===== config.mk =====
export PLATFORM = sky130hd
export DESIGN_NAME = pevr_router
export DESIGN_NICKNAME = d
export VERILOG_FILES = /design/src/hdl/pevr_pkg.sv /design/src/hdl/pevr_pin_cell.sv /design/src/hdl/pevr_router.sv
export VERILOG_INCLUDE_DIRS = /design/src /design/src/hdl
export SDC_FILE = /design/constraint.sdc
export NUM_CORES = 1
export LEC_CHECK = 0
export ABC_AREA = 1
export BUFFER_PORTS_ARGS = -buffer_cell sky130_fd_sc_hd__buf_2
export CAP_MARGIN = 40
export CORE_ASPECT_RATIO = 0.75
export CORE_MARGIN = 5
export CORE_UTILIZATION = 51
export CTS_BUF_LIST = sky130_fd_sc_hd__clkbuf_16
export CTS_CLUSTER_DIAMETER = 100
export DETAILED_ROUTE_END_ITERATION = 7
export PLACE_DENSITY_LB_ADDON = 0.3
export SETUP_SLACK_MARGIN = 0.02
export SYNTH_ARGS = -nofsm -noshare
export SYNTH_HDL_FRONTEND = slang
export SYNTH_HIERARCHICAL = 1
export SYNTH_SLANG_ARGS = --single-unit

===== constraint.sdc =====
create_clock -name pclk -period 1.5 [get_ports pclk]
set_clock_uncertainty 0.05 [all_clocks]
set_input_delay 0.075 -clock pclk [delete_from_list [all_inputs] [get_ports pclk]]
set_output_delay 0.075 -clock pclk [all_outputs]
set_load 0.02 [all_outputs]

===== src/hdl/pevr_params.svh =====
// offsets, field positions and reset values of the port event router
`ifndef PEVR_PARAMS_SVH
`define PEVR_PARAMS_SVH

`define PEVR_CTL_OFFSET      12'hae8
`define PEVR_STS_OFFSET      12'haec
`define PEVR_IRQ_STS_OFFSET  12'haf0
`define PEVR_IRQ_MASK_OFFSET 12'haf4
`define PEVR_GPIO_SEL_OFFSET 12'haf8
`define PEVR_ENABLE_MSB      15
`define PEVR_ENABLE_LSB      0
`define PEVR_POLARITY_BIT    31
`define PEVR_CTL_RESET       32'h0000_0000
`define PEVR_STS_RESET       32'h0000_0000
`define PEVR_MASK_RESET      32'h0000_0000
`define PEVR_GPIO_SEL_RESET  32'h0000_0000

`endif


===== src/hdl/pevr_pkg.sv =====
// types shared by the port event router
package pevr_pkg;
    typedef enum logic [1:0] {
        PEVR_APB_IDLE,
        PEVR_APB_ACCESS
    } pevr_apb_state_t;

    typedef logic [31:0] pevr_word_t;
endpackage : pevr_pkg


===== src/hdl/pevr_pin_cell.sv =====
// one gpio pin cell: alternate function mux with polarity
`timescale 1ns/10ps
module pevr_pin_cell (
    input  wire logic pclk,          // system clock
    input  wire logic presetn,       // async reset, active low
    input  wire logic alt_sel,       // pin carries the event function
    input  wire logic event_active,  // routed event, true high
    input  wire logic invert,        // 1: event pin active high
    input  wire logic gpio_out,      // normal gpio output value
    input  wire logic gpio_oe,       // normal gpio output enable
    output logic      pin_out,       // pin output level
    output logic      pin_oe         // pin output enable
);
    // registered mux; idle level of the event pin follows polarity
    always_ff @(posedge pclk or negedge presetn) begin
        if (!presetn) begin
            pin_out <= 1'b0;
            pin_oe  <= 1'b0;
        end else if (alt_sel) begin
            pin_out <= invert ? event_active : ~event_active;
            pin_oe  <= 1'b1;
        end else begin
            pin_out <= gpio_out;
            pin_oe  <= gpio_oe;
        end
    end
endmodule : pevr_pin_cell


===== src/hdl/pevr_router.sv =====
// port event router: apb registers, notification suppression, event pins
// Summary of operation
// - control low sixteen bits enable per port; set bit suppresses intx, msi, pme
// - enabled port reports its suppressed notifications on its event output
// - each event output is an alternate function of a gpio pin
// - control bit 31 sets polarity: 0 active low, 1 active high
// - status reads one bit per port, set while port asserts its event
// - status bit can stay set one cycle after that port's enable bit is cleared, never longer
//
// Register access over APB is this design's own decision.
`timescale 1ns/10ps
`include "pevr_params.svh"
module pevr_router
    import pevr_pkg::*;
#(
    parameter int NPORTS = 16
) (
    input  wire logic              pclk,          // system clock
    input  wire logic              presetn,       // async reset, active low
    input  wire logic              psel,          // apb select
    input  wire logic              penable,       // apb access phase
    input  wire logic              pwrite,        // apb write
    input  wire logic [11:0]       paddr,         // apb byte address
    input  wire logic [31:0]       pwdata,        // apb write data
    output logic      [31:0]       prdata,        // apb read data
    output logic                   pready,        // apb ready
    output logic                   pslverr,       // apb error, unmapped
    input  wire logic [NPORTS-1:0] port_hp_intx,  // hot-plug intx request per port
    input  wire logic [NPORTS-1:0] port_msi,      // msi request per port
    input  wire logic [NPORTS-1:0] port_pme,      // pme request per port
    output logic      [NPORTS-1:0] out_hp_intx,   // intx passed to pcie side
    output logic      [NPORTS-1:0] out_msi,       // msi passed to pcie side
    output logic      [NPORTS-1:0] out_pme,       // pme passed to pcie side
    input  wire logic [NPORTS-1:0] gpio_out,      // gpio output value
    input  wire logic [NPORTS-1:0] gpio_oe,       // gpio output enable
    output logic      [NPORTS-1:0] port_event_pin,    // pin output level
    output logic      [NPORTS-1:0] port_event_pin_oe, // pin output enable
    output logic                   irq            // level interrupt
);
    pevr_apb_state_t   apb_state_r;
    logic [NPORTS-1:0] port_event_route_enable_r;
    logic              event_pin_polarity_invert_r;
    logic [NPORTS-1:0] port_event_active_flags_r;
    logic [NPORTS-1:0] gpio_alt_sel_r;
    logic [NPORTS-1:0] irq_sts_r;
    logic [NPORTS-1:0] irq_mask_r;
    logic [NPORTS-1:0] port_event_nxt;
    logic [NPORTS-1:0] rise_nxt;
    logic              wr_acc;
    logic              rd_acc;
    logic              setup_ph;

    // address hit test, used by read mux, write strobes and error
    function automatic logic hit(input logic [11:0] a, input logic [11:0] off);
        hit = (a[11:2] == off[11:2]);
    endfunction : hit

    function automatic logic mapped(input logic [11:0] a);
        mapped = hit(a, `PEVR_CTL_OFFSET) | hit(a, `PEVR_STS_OFFSET)
               | hit(a, `PEVR_IRQ_STS_OFFSET) | hit(a, `PEVR_IRQ_MASK_OFFSET)
               | hit(a, `PEVR_GPIO_SEL_OFFSET);
    endfunction : mapped

    // apb slave: one setup cycle, then one access cycle with pready high
    always_ff @(posedge pclk or negedge presetn) begin
        if (!presetn) begin
            apb_state_r <= PEVR_APB_IDLE;
        end else begin
            unique case (apb_state_r)
                PEVR_APB_IDLE: begin
                    if (psel && !penable) begin
                        apb_state_r <= PEVR_APB_ACCESS;
                    end
                end
                PEVR_APB_ACCESS: begin
                    apb_state_r <= PEVR_APB_IDLE;
                end
                default: begin
                    apb_state_r <= PEVR_APB_IDLE;
                end
            endcase
        end
    end

    // access strobes; pready is registered so the access phase lasts one cycle
    assign wr_acc = psel && penable && pwrite && pready;
    assign rd_acc = psel && penable && !pwrite && pready;
    // setup counts only while idle, so one request never earns a second pready
    assign setup_ph = psel && !penable && (apb_state_r == PEVR_APB_IDLE);

    always_ff @(posedge pclk or negedge presetn) begin
        if (!presetn) begin
            pready <= 1'b0;
        end else begin
            pready <= setup_ph;
        end
    end

    // error answer for unmapped addresses, driven with pready
    always_ff @(posedge pclk or negedge presetn) begin
        if (!presetn) begin
            pslverr <= 1'b0;
        end else begin
            pslverr <= setup_ph && !mapped(paddr);
        end
    end

    // read data registered in setup cycle, valid throughout access
    always_ff @(posedge pclk or negedge presetn) begin
        if (!presetn) begin
            prdata <= 32'h0000_0000;
        end else if (psel && !penable && !pwrite) begin
            prdata <= 32'h0000_0000;
            if (hit(paddr, `PEVR_CTL_OFFSET)) begin
                prdata[`PEVR_ENABLE_MSB:`PEVR_ENABLE_LSB] <= port_event_route_enable_r;
                prdata[`PEVR_POLARITY_BIT] <= event_pin_polarity_invert_r;
            end else if (hit(paddr, `PEVR_STS_OFFSET)) begin
                prdata[NPORTS-1:0] <= port_event_active_flags_r;
            end else if (hit(paddr, `PEVR_IRQ_STS_OFFSET)) begin
                prdata[NPORTS-1:0] <= irq_sts_r;
            end else if (hit(paddr, `PEVR_IRQ_MASK_OFFSET)) begin
                prdata[NPORTS-1:0] <= irq_mask_r;
            end else if (hit(paddr, `PEVR_GPIO_SEL_OFFSET)) begin
                prdata[NPORTS-1:0] <= gpio_alt_sel_r;
            end
        end
    end

    // control register; only enable field and polarity bit stored
    always_ff @(posedge pclk or negedge presetn) begin
        if (!presetn) begin
            port_event_route_enable_r   <= NPORTS'(`PEVR_CTL_RESET);
            event_pin_polarity_invert_r <= 1'b0;
        end else if (wr_acc && hit(paddr, `PEVR_CTL_OFFSET)) begin
            port_event_route_enable_r   <= pwdata[NPORTS-1:0];
            event_pin_polarity_invert_r <= pwdata[`PEVR_POLARITY_BIT];
        end
    end

    // gpio alternate function select and interrupt mask
    always_ff @(posedge pclk or negedge presetn) begin
        if (!presetn) begin
            gpio_alt_sel_r <= NPORTS'(`PEVR_GPIO_SEL_RESET);
            irq_mask_r     <= NPORTS'(`PEVR_MASK_RESET);
        end else if (wr_acc) begin
            if (hit(paddr, `PEVR_GPIO_SEL_OFFSET)) begin
                gpio_alt_sel_r <= pwdata[NPORTS-1:0];
            end
            if (hit(paddr, `PEVR_IRQ_MASK_OFFSET)) begin
                irq_mask_r <= pwdata[NPORTS-1:0];
            end
        end
    end

    // an enabled port's notifications become its event; disabled gives none
    assign port_event_nxt = port_event_route_enable_r
                          & (port_hp_intx | port_msi | port_pme);
    assign rise_nxt = port_event_nxt & ~port_event_active_flags_r;

    // status flags track the event level; writes never reach them
    always_ff @(posedge pclk or negedge presetn) begin
        if (!presetn) begin
            port_event_active_flags_r <= NPORTS'(`PEVR_STS_RESET);
        end else begin
            port_event_active_flags_r <= port_event_nxt;
        end
    end

    // suppression: enabled ports pass no notification to the pcie side
    always_ff @(posedge pclk or negedge presetn) begin
        if (!presetn) begin
            out_hp_intx <= '0;
            out_msi     <= '0;
            out_pme     <= '0;
        end else begin
            out_hp_intx <= port_hp_intx & ~port_event_route_enable_r;
            out_msi     <= port_msi & ~port_event_route_enable_r;
            out_pme     <= port_pme & ~port_event_route_enable_r;
        end
    end

    // sticky interrupt status on event rise; set wins over write-one clear
    always_ff @(posedge pclk or negedge presetn) begin
        if (!presetn) begin
            irq_sts_r <= '0;
        end else if (wr_acc && hit(paddr, `PEVR_IRQ_STS_OFFSET)) begin
            irq_sts_r <= (irq_sts_r & ~pwdata[NPORTS-1:0]) | rise_nxt;
        end else begin
            irq_sts_r <= irq_sts_r | rise_nxt;
        end
    end

    // interrupt output registered, so it lags status by one cycle
    always_ff @(posedge pclk or negedge presetn) begin
        if (!presetn) begin
            irq <= 1'b0;
        end else begin
            irq <= |(irq_sts_r & irq_mask_r);
        end
    end

    // one pin cell per port; event drives the pin only when selected
    for (genvar i = 0; i < NPORTS; i++) begin : g_pin
        pevr_pin_cell u_cell (
            .pclk         (pclk),
            .presetn      (presetn),
            .alt_sel      (gpio_alt_sel_r[i]),
            .event_active (port_event_active_flags_r[i]),
            .invert       (event_pin_polarity_invert_r),
            .gpio_out     (gpio_out[i]),
            .gpio_oe      (gpio_oe[i]),
            .pin_out      (port_event_pin[i]),
            .pin_oe       (port_event_pin_oe[i])
        );
    end
endmodule : pevr_router


==> impl_summary.md, run 1 <==
Critical path
The depth of the worst register-to-register path is 7. The data arrival time at the worst-slack endpoint is around 1.7 ns. The largest fanout of any net on the critical path is 6. The buffer and inverter count on the worst path is 2.

The worst register-to-register path has a setup slack of 0.05 ns. Walking the worst path, the cells encountered are nand2_1, nor2_2, buf_4, nand3_1, buf_4, o21ai_0, nand2_1. The maximum single-stage delay on the critical path is 0.37 ns. For this design, the slowest cell found on the critical path is sky130_fd_sc_hd__dfrtp_1. At the worst endpoint, the required time is 1.76 ns. The startpoint kind of the worst setup timing path is a flip-flop. The critical path startpoint is pready$_DFF_PN0_. The worst setup path is of the flip-flop to flip-flop kind. The end of the worst register-to-register path is irq_sts_r[3]$_DFF_PN0_. In this run the critical register-to-register path is launched from pready$_DFF_PN0_. The endpoint type of the worst setup path is a flip-flop. The kind of cell adding the most delay to the critical path is simple AND/OR/NAND/NOR gates.

Route
In the routed layout, each cell is associated on average with a via count of 4.91. For this run, design rule violations remaining after detail routing come to 0. The detailed router placed 7365 vias in this run. After the first detailed-routing iteration, the DRC count stood at 608. The number of iterations in the first detailed-routing pass is 5.

Dividing the detail-routed wire length by the instance count gives 15.4 um. For this block, the routed nets add up to 23100 um of wire. The detail route stage leaves a number of antenna-violating nets equal to 0.

Yosys
The synthesized netlist cell count is 939. Yosys mapped a number of flops with a built-in enable equal to 0. The register bit count reported by yosys is 182. During synthesis, Yosys emitted a total of 6 warnings. The cell type contributing the most total cell area after synthesis is sky130_fd_sc_hd__dfrtp_1.

Among all flip-flop cells after synthesis, the most frequent one is sky130_fd_sc_hd__dfrtp_1. The number of library cell types mapped by synthesis is 23. After synthesis, the share of flip-flops with an asynchronous set or reset is 1.00. The share of synthesized area in the top cell type comes to 0.580. In this run the cell area of the synthesized design comes to 7850 um2. The synthesized area per cell is 8.36 um2.

In the post-synthesis netlist, the biggest area contributors are sky130_fd_sc_hd__dfrtp_1 (58%), sky130_fd_sc_hd__nand2_1 (12%), sky130_fd_sc_hd__inv_1 (7.4%), sky130_fd_sc_hd__nor2_1 (4.3%), sky130_fd_sc_hd__nand3_1 (3.5%). For this run, the register share of the synthesized area comes to 0.580.

Layout
The filler cell count is 1122. The number of nets in the layout is 1412. The share of post-route cells with drive strength above 1 is 0.223. The layout overhead on the synthesized area is 39.7%.

Measured on the finished design, the core utilization comes to 0.723. The most common library cell in the layout ignoring fill and taps is sky130_fd_sc_hd__nand2_1. The antenna diode count is 0. The top cell types in the final layout, fill and taps aside, are sky130_fd_sc_hd__nand2_1 (251), sky130_fd_sc_hd__buf_2 (210), sky130_fd_sc_hd__dfrtp_1 (182), sky130_fd_sc_hd__inv_1 (155), sky130_fd_sc_hd__dlygate4sd3_1 (102).

Summing all non-filler instances in the final layout gives an area of approximately 11000 um2.

GRT
The wire length of the first global-routing pass is 38500 um. The total overflow left after global routing is 0. Entering global routing, the biggest net connects 42 pins. The initial antenna violation count is 0. The total track usage is 0.264. The number of global-route vias before repair is 7474.

Die
In this run the count of I/O pins placed on the die edge is 244. The total core area is 15200 um2. The die is 117 um tall.

The standard-cell row count is 39. The horizontal die dimension is 153 um. The effective utilization at floorplan is 0.517. The area of the die is 18000 um2.

Clocking
The buffer count from post-CTS setup fixing is 0. TritonCTS built the clock tree. The post-CTS clock slew at the launch and capture registers of the worst setup and hold paths is 0.06 ns. The level count of the clock H-tree is 4. CTS saw 182 sinks.

TritonCTS created 17 clock buffers. In this run the deepest clock path goes through 2 buffers. For the worst-skew pair, the clock arrives at the later sink with an insertion delay of around 0.43 ns. The root buffer cell chosen for the clock tree is sky130_fd_sc_hd__clkbuf_16.

Timing
The setup-violating endpoint count in the final report is 0. Setup repair after global routing left no endpoint under its margin. The final critical delay including setup and external delays is approximately 1.5 ns. The hold violation count in the final report was 0.

After routing, the total negative slack on setup checks comes to 0 ns. The highest attainable clock frequency is 688 MHz. The final worst setup slack is 0.0466 ns. The count of pins over their slew limit is 0.

Dividing the final minimum period by the clock period gives 0.969.

Placement
The post-placement worst setup slack is -0.0102 ns. The HPWL after detailed placement is 15000 um. Routability-driven placement finished with a final weighted congestion of 0.885. Port buffering added 211 buffers. Once placement finished, the instance area stood at 9350 um2.

Outcome
The flow ran to the end, and the final reports show no timing, DRC or antenna violations.

Power and ir drop
For this design the ratio of total power to cell area is around 970 nW/um2. The leakage power summed over all cells is 5.79 nW. IR analysis of the VDD net gives a maximum drop of 0.824 mV.

Min path
The worst hold path class is primary input to flip-flop. The number of cells on the worst hold path is 4. For hold timing, the worst endpoint is prdata[13]$_DFFE_PN0P_. The launch instance of the worst min-delay path is paddr[2].

Job
Across the run, the number of max-cap violations was 0.
==> per-stage QoR <==
| step | std cells | power, mW | hold slack, ns |
|---|---|---|---|
| 6_report | 1501 | 10.6 | 0.0505 |
| 5_1_grt | 1501 | 11.0 | 0.0672 |
| 4_1_cts | 1501 | 10.6 | 0.0305 |
| 3_5_place_dp | 1367 | 5.99 | -0.0148 |
| 3_3_place_gp | 1367 | 5.98 | -0.0115 |
| 2_1_floorplan | 953 | 5.56 | -0.271 |
==> metal layers <==
metal | global-route usage | wire, um
met5 | 0 | 0
met4 | 0.0618 | 291
met3 | 0.0751 | 1800
met2 | 0.433 | 11100
met1 | 0.351 | 9900
==> power by group <==
group	switching, mW	leakage, nW	internal, mW
Clock	1.87	0.279	2.59
Sequential	0.0418	2.35	5.03
Combinational	0.599	3.16	0.457
==> worst min-delay path: cells and delay by family <==
family                 cells  cell delay [ns]
AOI/OAI and AO/OA          2             0.21
buffers and inverters      1             0.13
and+or+nand+nor            1             0.07
==> cells by family after synthesis <==
group                  after synthesis  synth area share
AO/OA/AOI/OAI                      116            0.0783
buffers and inverters              197             0.104
flip-flops                         182             0.580
other                                1          0.000478
AND/OR/NAND/NOR                    443             0.237
==> state kept, by name, summed over array words and instances (netlist names) <==
signal,cells
g_pin.u_cell/pin_oe,16
prdata,17
irq_sts_r,16
irq_mask_r,16
apb_state_r,1
port_event_active_flags_r,16
out_msi,16
pslverr,1
pready,1
irq,1
port_event_route_enable_r,16
g_pin.u_cell/pin_out,16
gpio_alt_sel_r,16
out_pme,16
event_pin_polarity_invert_r,1
out_hp_intx,16
==> final cells by class <==
type                            count  area [um2]  area share
Inverter                          155         582      0.0531
Multi-Input combinational cell    574        2530       0.231
Sequential cell                   182        4550       0.415
Tap cell                          205         256      0.0234
Clock buffer                       17         425      0.0388
Timing Repair Buffer              353        2450       0.224
Clock inverter                     15         160      0.0146
==> worst max-delay path by stage <==
stage,slack (ns),to,cells past startpoint
floorplan,0.04,irq_sts_r[10]$_DFF_PN0_,6
global placement,-0.01,prdata[5]$_DFFE_PN0P_,13
detailed placement,-0.01,prdata[5]$_DFFE_PN0P_,13
CTS,0.07,irq_sts_r[4]$_DFF_PN0_,7
global route,0.03,irq_sts_r[5]$_DFF_PN0_,7
finish,0.05,irq_sts_r[3]$_DFF_PN0_,7
==> synth_stat cells (2+ instances only) <==
master                       n
sky130_fd_sc_hd__a21oi_1    31
sky130_fd_sc_hd__a221oi_1    2
sky130_fd_sc_hd__a31oi_1    16
sky130_fd_sc_hd__buf_2      15
sky130_fd_sc_hd__buf_4      16
sky130_fd_sc_hd__clkbuf_1   11
sky130_fd_sc_hd__dfrtp_1   182
sky130_fd_sc_hd__inv_1     155
sky130_fd_sc_hd__nand2_1   251
sky130_fd_sc_hd__nand3_1    55
sky130_fd_sc_hd__nand4_1    21
sky130_fd_sc_hd__nor2_1     89
sky130_fd_sc_hd__nor2_2      4
sky130_fd_sc_hd__nor3_1      4
sky130_fd_sc_hd__o21ai_0    47
sky130_fd_sc_hd__o21ai_1    18
sky130_fd_sc_hd__or2_1      16
==> timing repair <==
item,4_1_cts,5_1_grt
endpoints found under the hold margin,340,0
gates resized for setup,0,12
hold buffers,102,0
endpoints found under the setup margin,0,13
No activity file was read; power rests on OpenSTA's default activity.
==> inputs of run 2 (changes only) <==
--- a/config.mk
+++ b/config.mk
@@ -11,12 +11,13 @@
 export CAP_MARGIN = 40
 export CORE_ASPECT_RATIO = 0.75
 export CORE_MARGIN = 5
-export CORE_UTILIZATION = 51
+export CORE_UTILIZATION = 55
 export CTS_BUF_LIST = sky130_fd_sc_hd__clkbuf_16
 export CTS_CLUSTER_DIAMETER = 100
 export DETAILED_ROUTE_END_ITERATION = 7
 export PLACE_DENSITY_LB_ADDON = 0.3
 export SETUP_SLACK_MARGIN = 0.02
+export SKIP_CTS_REPAIR_TIMING = 1
 export SYNTH_ARGS = -nofsm -noshare
 export SYNTH_HDL_FRONTEND = slang
 export SYNTH_HIERARCHICAL = 1
==> constraint.sdc (replaced) <==
create_clock -name pclk -period 1.9 [get_ports pclk]
set_clock_uncertainty 0.05 [all_clocks]
set_input_delay 0.095 -clock pclk [delete_from_list [all_inputs] [get_ports pclk]]
set_output_delay 0.095 -clock pclk [all_outputs]
set_load 0.02 [all_outputs]
==> impl_summary.md, run 2 (synthesis gave the netlist of run 1 again) <==
Outcome
The run finished, with violations left. The checks that failed: hold timing.

Layout
The non-filler instance count after layout is 1460 (-2.7%). The number of nets in the layout is 1401 (-0.78%). The share of post-route cells with drive strength above 1 is 0.219 (-0.00354). The final cell utilization of the core is 0.781 (+0.0587). The filler cell count came to 927 (-17%). The flip-flop count of the largest register, all copies and words added is 17 (unchanged).

The layout overhead on the synthesized area is 37.8%. Leaving out fill and tap cells, the most frequent cells in the layout are sky130_fd_sc_hd__nand2_1 (251), sky130_fd_sc_hd__buf_2 (210), sky130_fd_sc_hd__dfrtp_1 (182), sky130_fd_sc_hd__inv_1 (155), sky130_fd_sc_hd__dlygate4sd3_1 (100). prdata holds more flip-flops than any other register. The antenna diode count is 0 (unchanged). The most common library cell in the layout ignoring fill and taps is sky130_fd_sc_hd__nand2_1.

Clocking
The maximum root-to-sink buffer count was 2 (unchanged). The clock latency on the worst-skew pair came to 0.43 ns (about the same). The buffer type at the clock tree root is sky130_fd_sc_hd__clkbuf_16. The number of CTS-inserted buffers was 17 (unchanged). The post-CTS clock slew at the launch and capture registers of the worst setup and hold paths is 0.06 ns (about the same). The CTS tree is built. The level count of the clock H-tree came to 4 (unchanged). The total number of clock tree sinks is 182 (unchanged).

Route
The detailed-routing wirelength on met1 is 9970 um (+0.72%). The ratio of routed vias to standard cells is 5.11 (+4.1%). The met2 routed wirelength came to 11000 um (-1.5%). The highest metal layer carrying signal wires in the routed design is met4.

The initial detailed-routing violation count is 510 (-16%). The overall routed net length is 23200 um (+0.31%). The met3 layer wire length in the routed design is 1890 um (+5.2%). The wire length per cell is 15.9 um (+3.1%).

The residual antenna-violating net count after detailed routing is 0 (unchanged). The number of design rule violations left after detail routing is 0 (unchanged). The number of iterations in the first detailed-routing pass was 5 (unchanged). The via total after detailed routing is 7458 (+1.3%).

Timing
The worst hold slack after final layout came to -0.0135 ns (-0.0641 ns). The highest attainable clock frequency is 605 MHz. The ratio of final minimum period to clock period is 0.870.

Headroom to the max-slew limit came out at 0.611. The hold violation count in the final report is 1 (+1). The worst path in the final design needs a cycle of 1.65 ns, including I/O delays and setup. The transition time at the pin with the least slew margin is around 0.6 ns. The setup-violating endpoint count in the final report is 0 (unchanged). The summed negative setup slack over all endpoints is 0 ns (unchanged).

The count of pins over their slew limit is 0 (unchanged). Setup repair after global routing left no endpoint under its margin.

GRT
The remaining global-route overflow is 0 (unchanged). The wire length of the first global-routing pass was 32900 um (-15%). The total track usage came to 0.246 (-0.0179). The number of global-route vias before repair is 6690 (-10%). The maximum number of pins on one net before global-route repair came to 53 (+26%). The initial antenna violation count is 0 (unchanged).

Placement
The number of buffer cells added on primary ports was 211 (unchanged). The last weighted congestion value of the routability-driven placer is 0.875 (-1.2%). The total instance count after detailed placement is 1328 (-2.9%). The HPWL after detailed placement is 15100 um (+0.55%).

Critical path
The worst register-to-register path ends at gpio_alt_sel_r[11]$_DFFE_PN0P_. The slack of the worst reg-to-reg path is 0.27 ns (+0.22 ns). The origin of the critical flop-to-flop path is pready$_DFF_PN0_. The maximum single-stage delay on the critical path is 0.58 ns (+0.21 ns). The depth of the worst register-to-register path is 7 (unchanged).

The worst setup path is captured at a flip-flop. The cell repeated most along the worst path is sky130_fd_sc_hd__dlygate4sd3_1. The required time of the critical path is 2.17 ns (+0.41 ns). The cell at the slowest stage of the critical path is sky130_fd_sc_hd__dlygate4sd3_1. The data arrival time at the worst-slack endpoint is 1.92 ns (+0.21 ns). The worst setup path is launched from a primary input. The type of the worst setup path is primary input to flip-flop. Traced cell by cell, the critical path runs through dlygate4sd3_1, buf_2, nand2_1, dlygate4sd3_1, nor2_1, nand3_1, nor3_1.

The largest fanout of any net on the critical path is 2 (-4). The critical path startpoint is psel.

Die
The I/O pin count is 244 (unchanged). The area of the die is 16800 um2 (-6.7%). The effective utilization at floorplan came to 0.567 (+0.0498). The y dimension of the die is 113 um (-3.4%). The standard-cell row count is 37 (-5.1%). The total core area is 13800 um2 (-8.8%). The horizontal die dimension is 148 um (-3.5%).

Power and ir drop
The power per standard cell area was 769 nW/um2 (-20%). The worst supply voltage drop on vdd is 0.620 mV (-25%). The overall power of the completed layout was 8.32 mW (-21%). The leakage power summed over all cells was 5.74 nW (-0.97%).

Min path
The startpoint identified for the worst hold timing path is pwdata[15]. The number of cells on the worst hold path is 3 (-1). The path with the worst hold slack has its endpoint at port_event_route_enable_r[15]$_DFFE_PN0P_. The worst hold path class is primary input to flip-flop.

Job
The count of max-cap constraint violations is 0 (unchanged).
==> run 2: cell count changes in the layout (fill, tap and decap cells not counted), moves of 2 or more <==
cell                            change
sky130_fd_sc_hd__o21ai_1           -10
sky130_fd_sc_hd__buf_4              -7
sky130_fd_sc_hd__o21ai_0           +10
sky130_fd_sc_hd__dlygate4sd3_1      -2
sky130_fd_sc_hd__clkinv_1           -3
==> run 2: area by class of cell <==
type | instances | area [um2] | area share
clock buffers | 17 | 425 | 0.0393
clock inverters | 15 | 153 | 0.0141
inverters | 155 | 582 | 0.0538
multi-input cells | 574 | 2530 | 0.234
flip-flops and latches | 182 | 4550 | 0.421
well taps | 175 | 219 | 0.0202
repair buffers | 342 | 2350 | 0.217
==> run 2: worst max path at each step <==
stage / to / slack, ns / depth (start not counted)
finish: pslverr$_DFF_PN0_ / 0.25 / 7
global route: irq_mask_r[11]$_DFFE_PN0P_ / 0.12 / 5
CTS: gpio_alt_sel_r[11]$_DFFE_PN0P_ / 0.33 / 7
detailed placement: irq_sts_r[14]$_DFF_PN0_ / 0.29 / 9
global placement: prdata[3]$_DFFE_PN0P_ / 0.33 / 13
floorplan: irq_sts_r[10]$_DFF_PN0_ / 0.44 / 6
==> run 2: worst max-delay path, delay by kind of cell <==
| family | cells | cell delay, ns |
|---|---|---|
| buffers and inverters | 3 | 1.22 |
| AND/OR/NAND/NOR | 4 | 0.61 |
==> run 2: power breakdown <==
part	switching (mW)	internal (mW)
registers	0.0327	3.97
logic	0.476	0.348
clock network	1.55	1.94
total	2.06	6.26
==> run 2: stage by stage <==
step / cell area, um2 / worst slack, ns
after global routing: 10800 / 0.122
final: 10800 / 0.247
after detailed placement: 9240 / 0.286
after CTS: 9810 / 0.327
after global placement: 9240 / 0.325
after floorplan: 7900 / 0.440
==> run 2: per-layer routing <==
metal,vias to the layer above,GRT usage
met3,32,0.0588
met1,3551,0.351
li1,3563,-
met4,0,0.0738
met5,-,0
met2,312,0.382
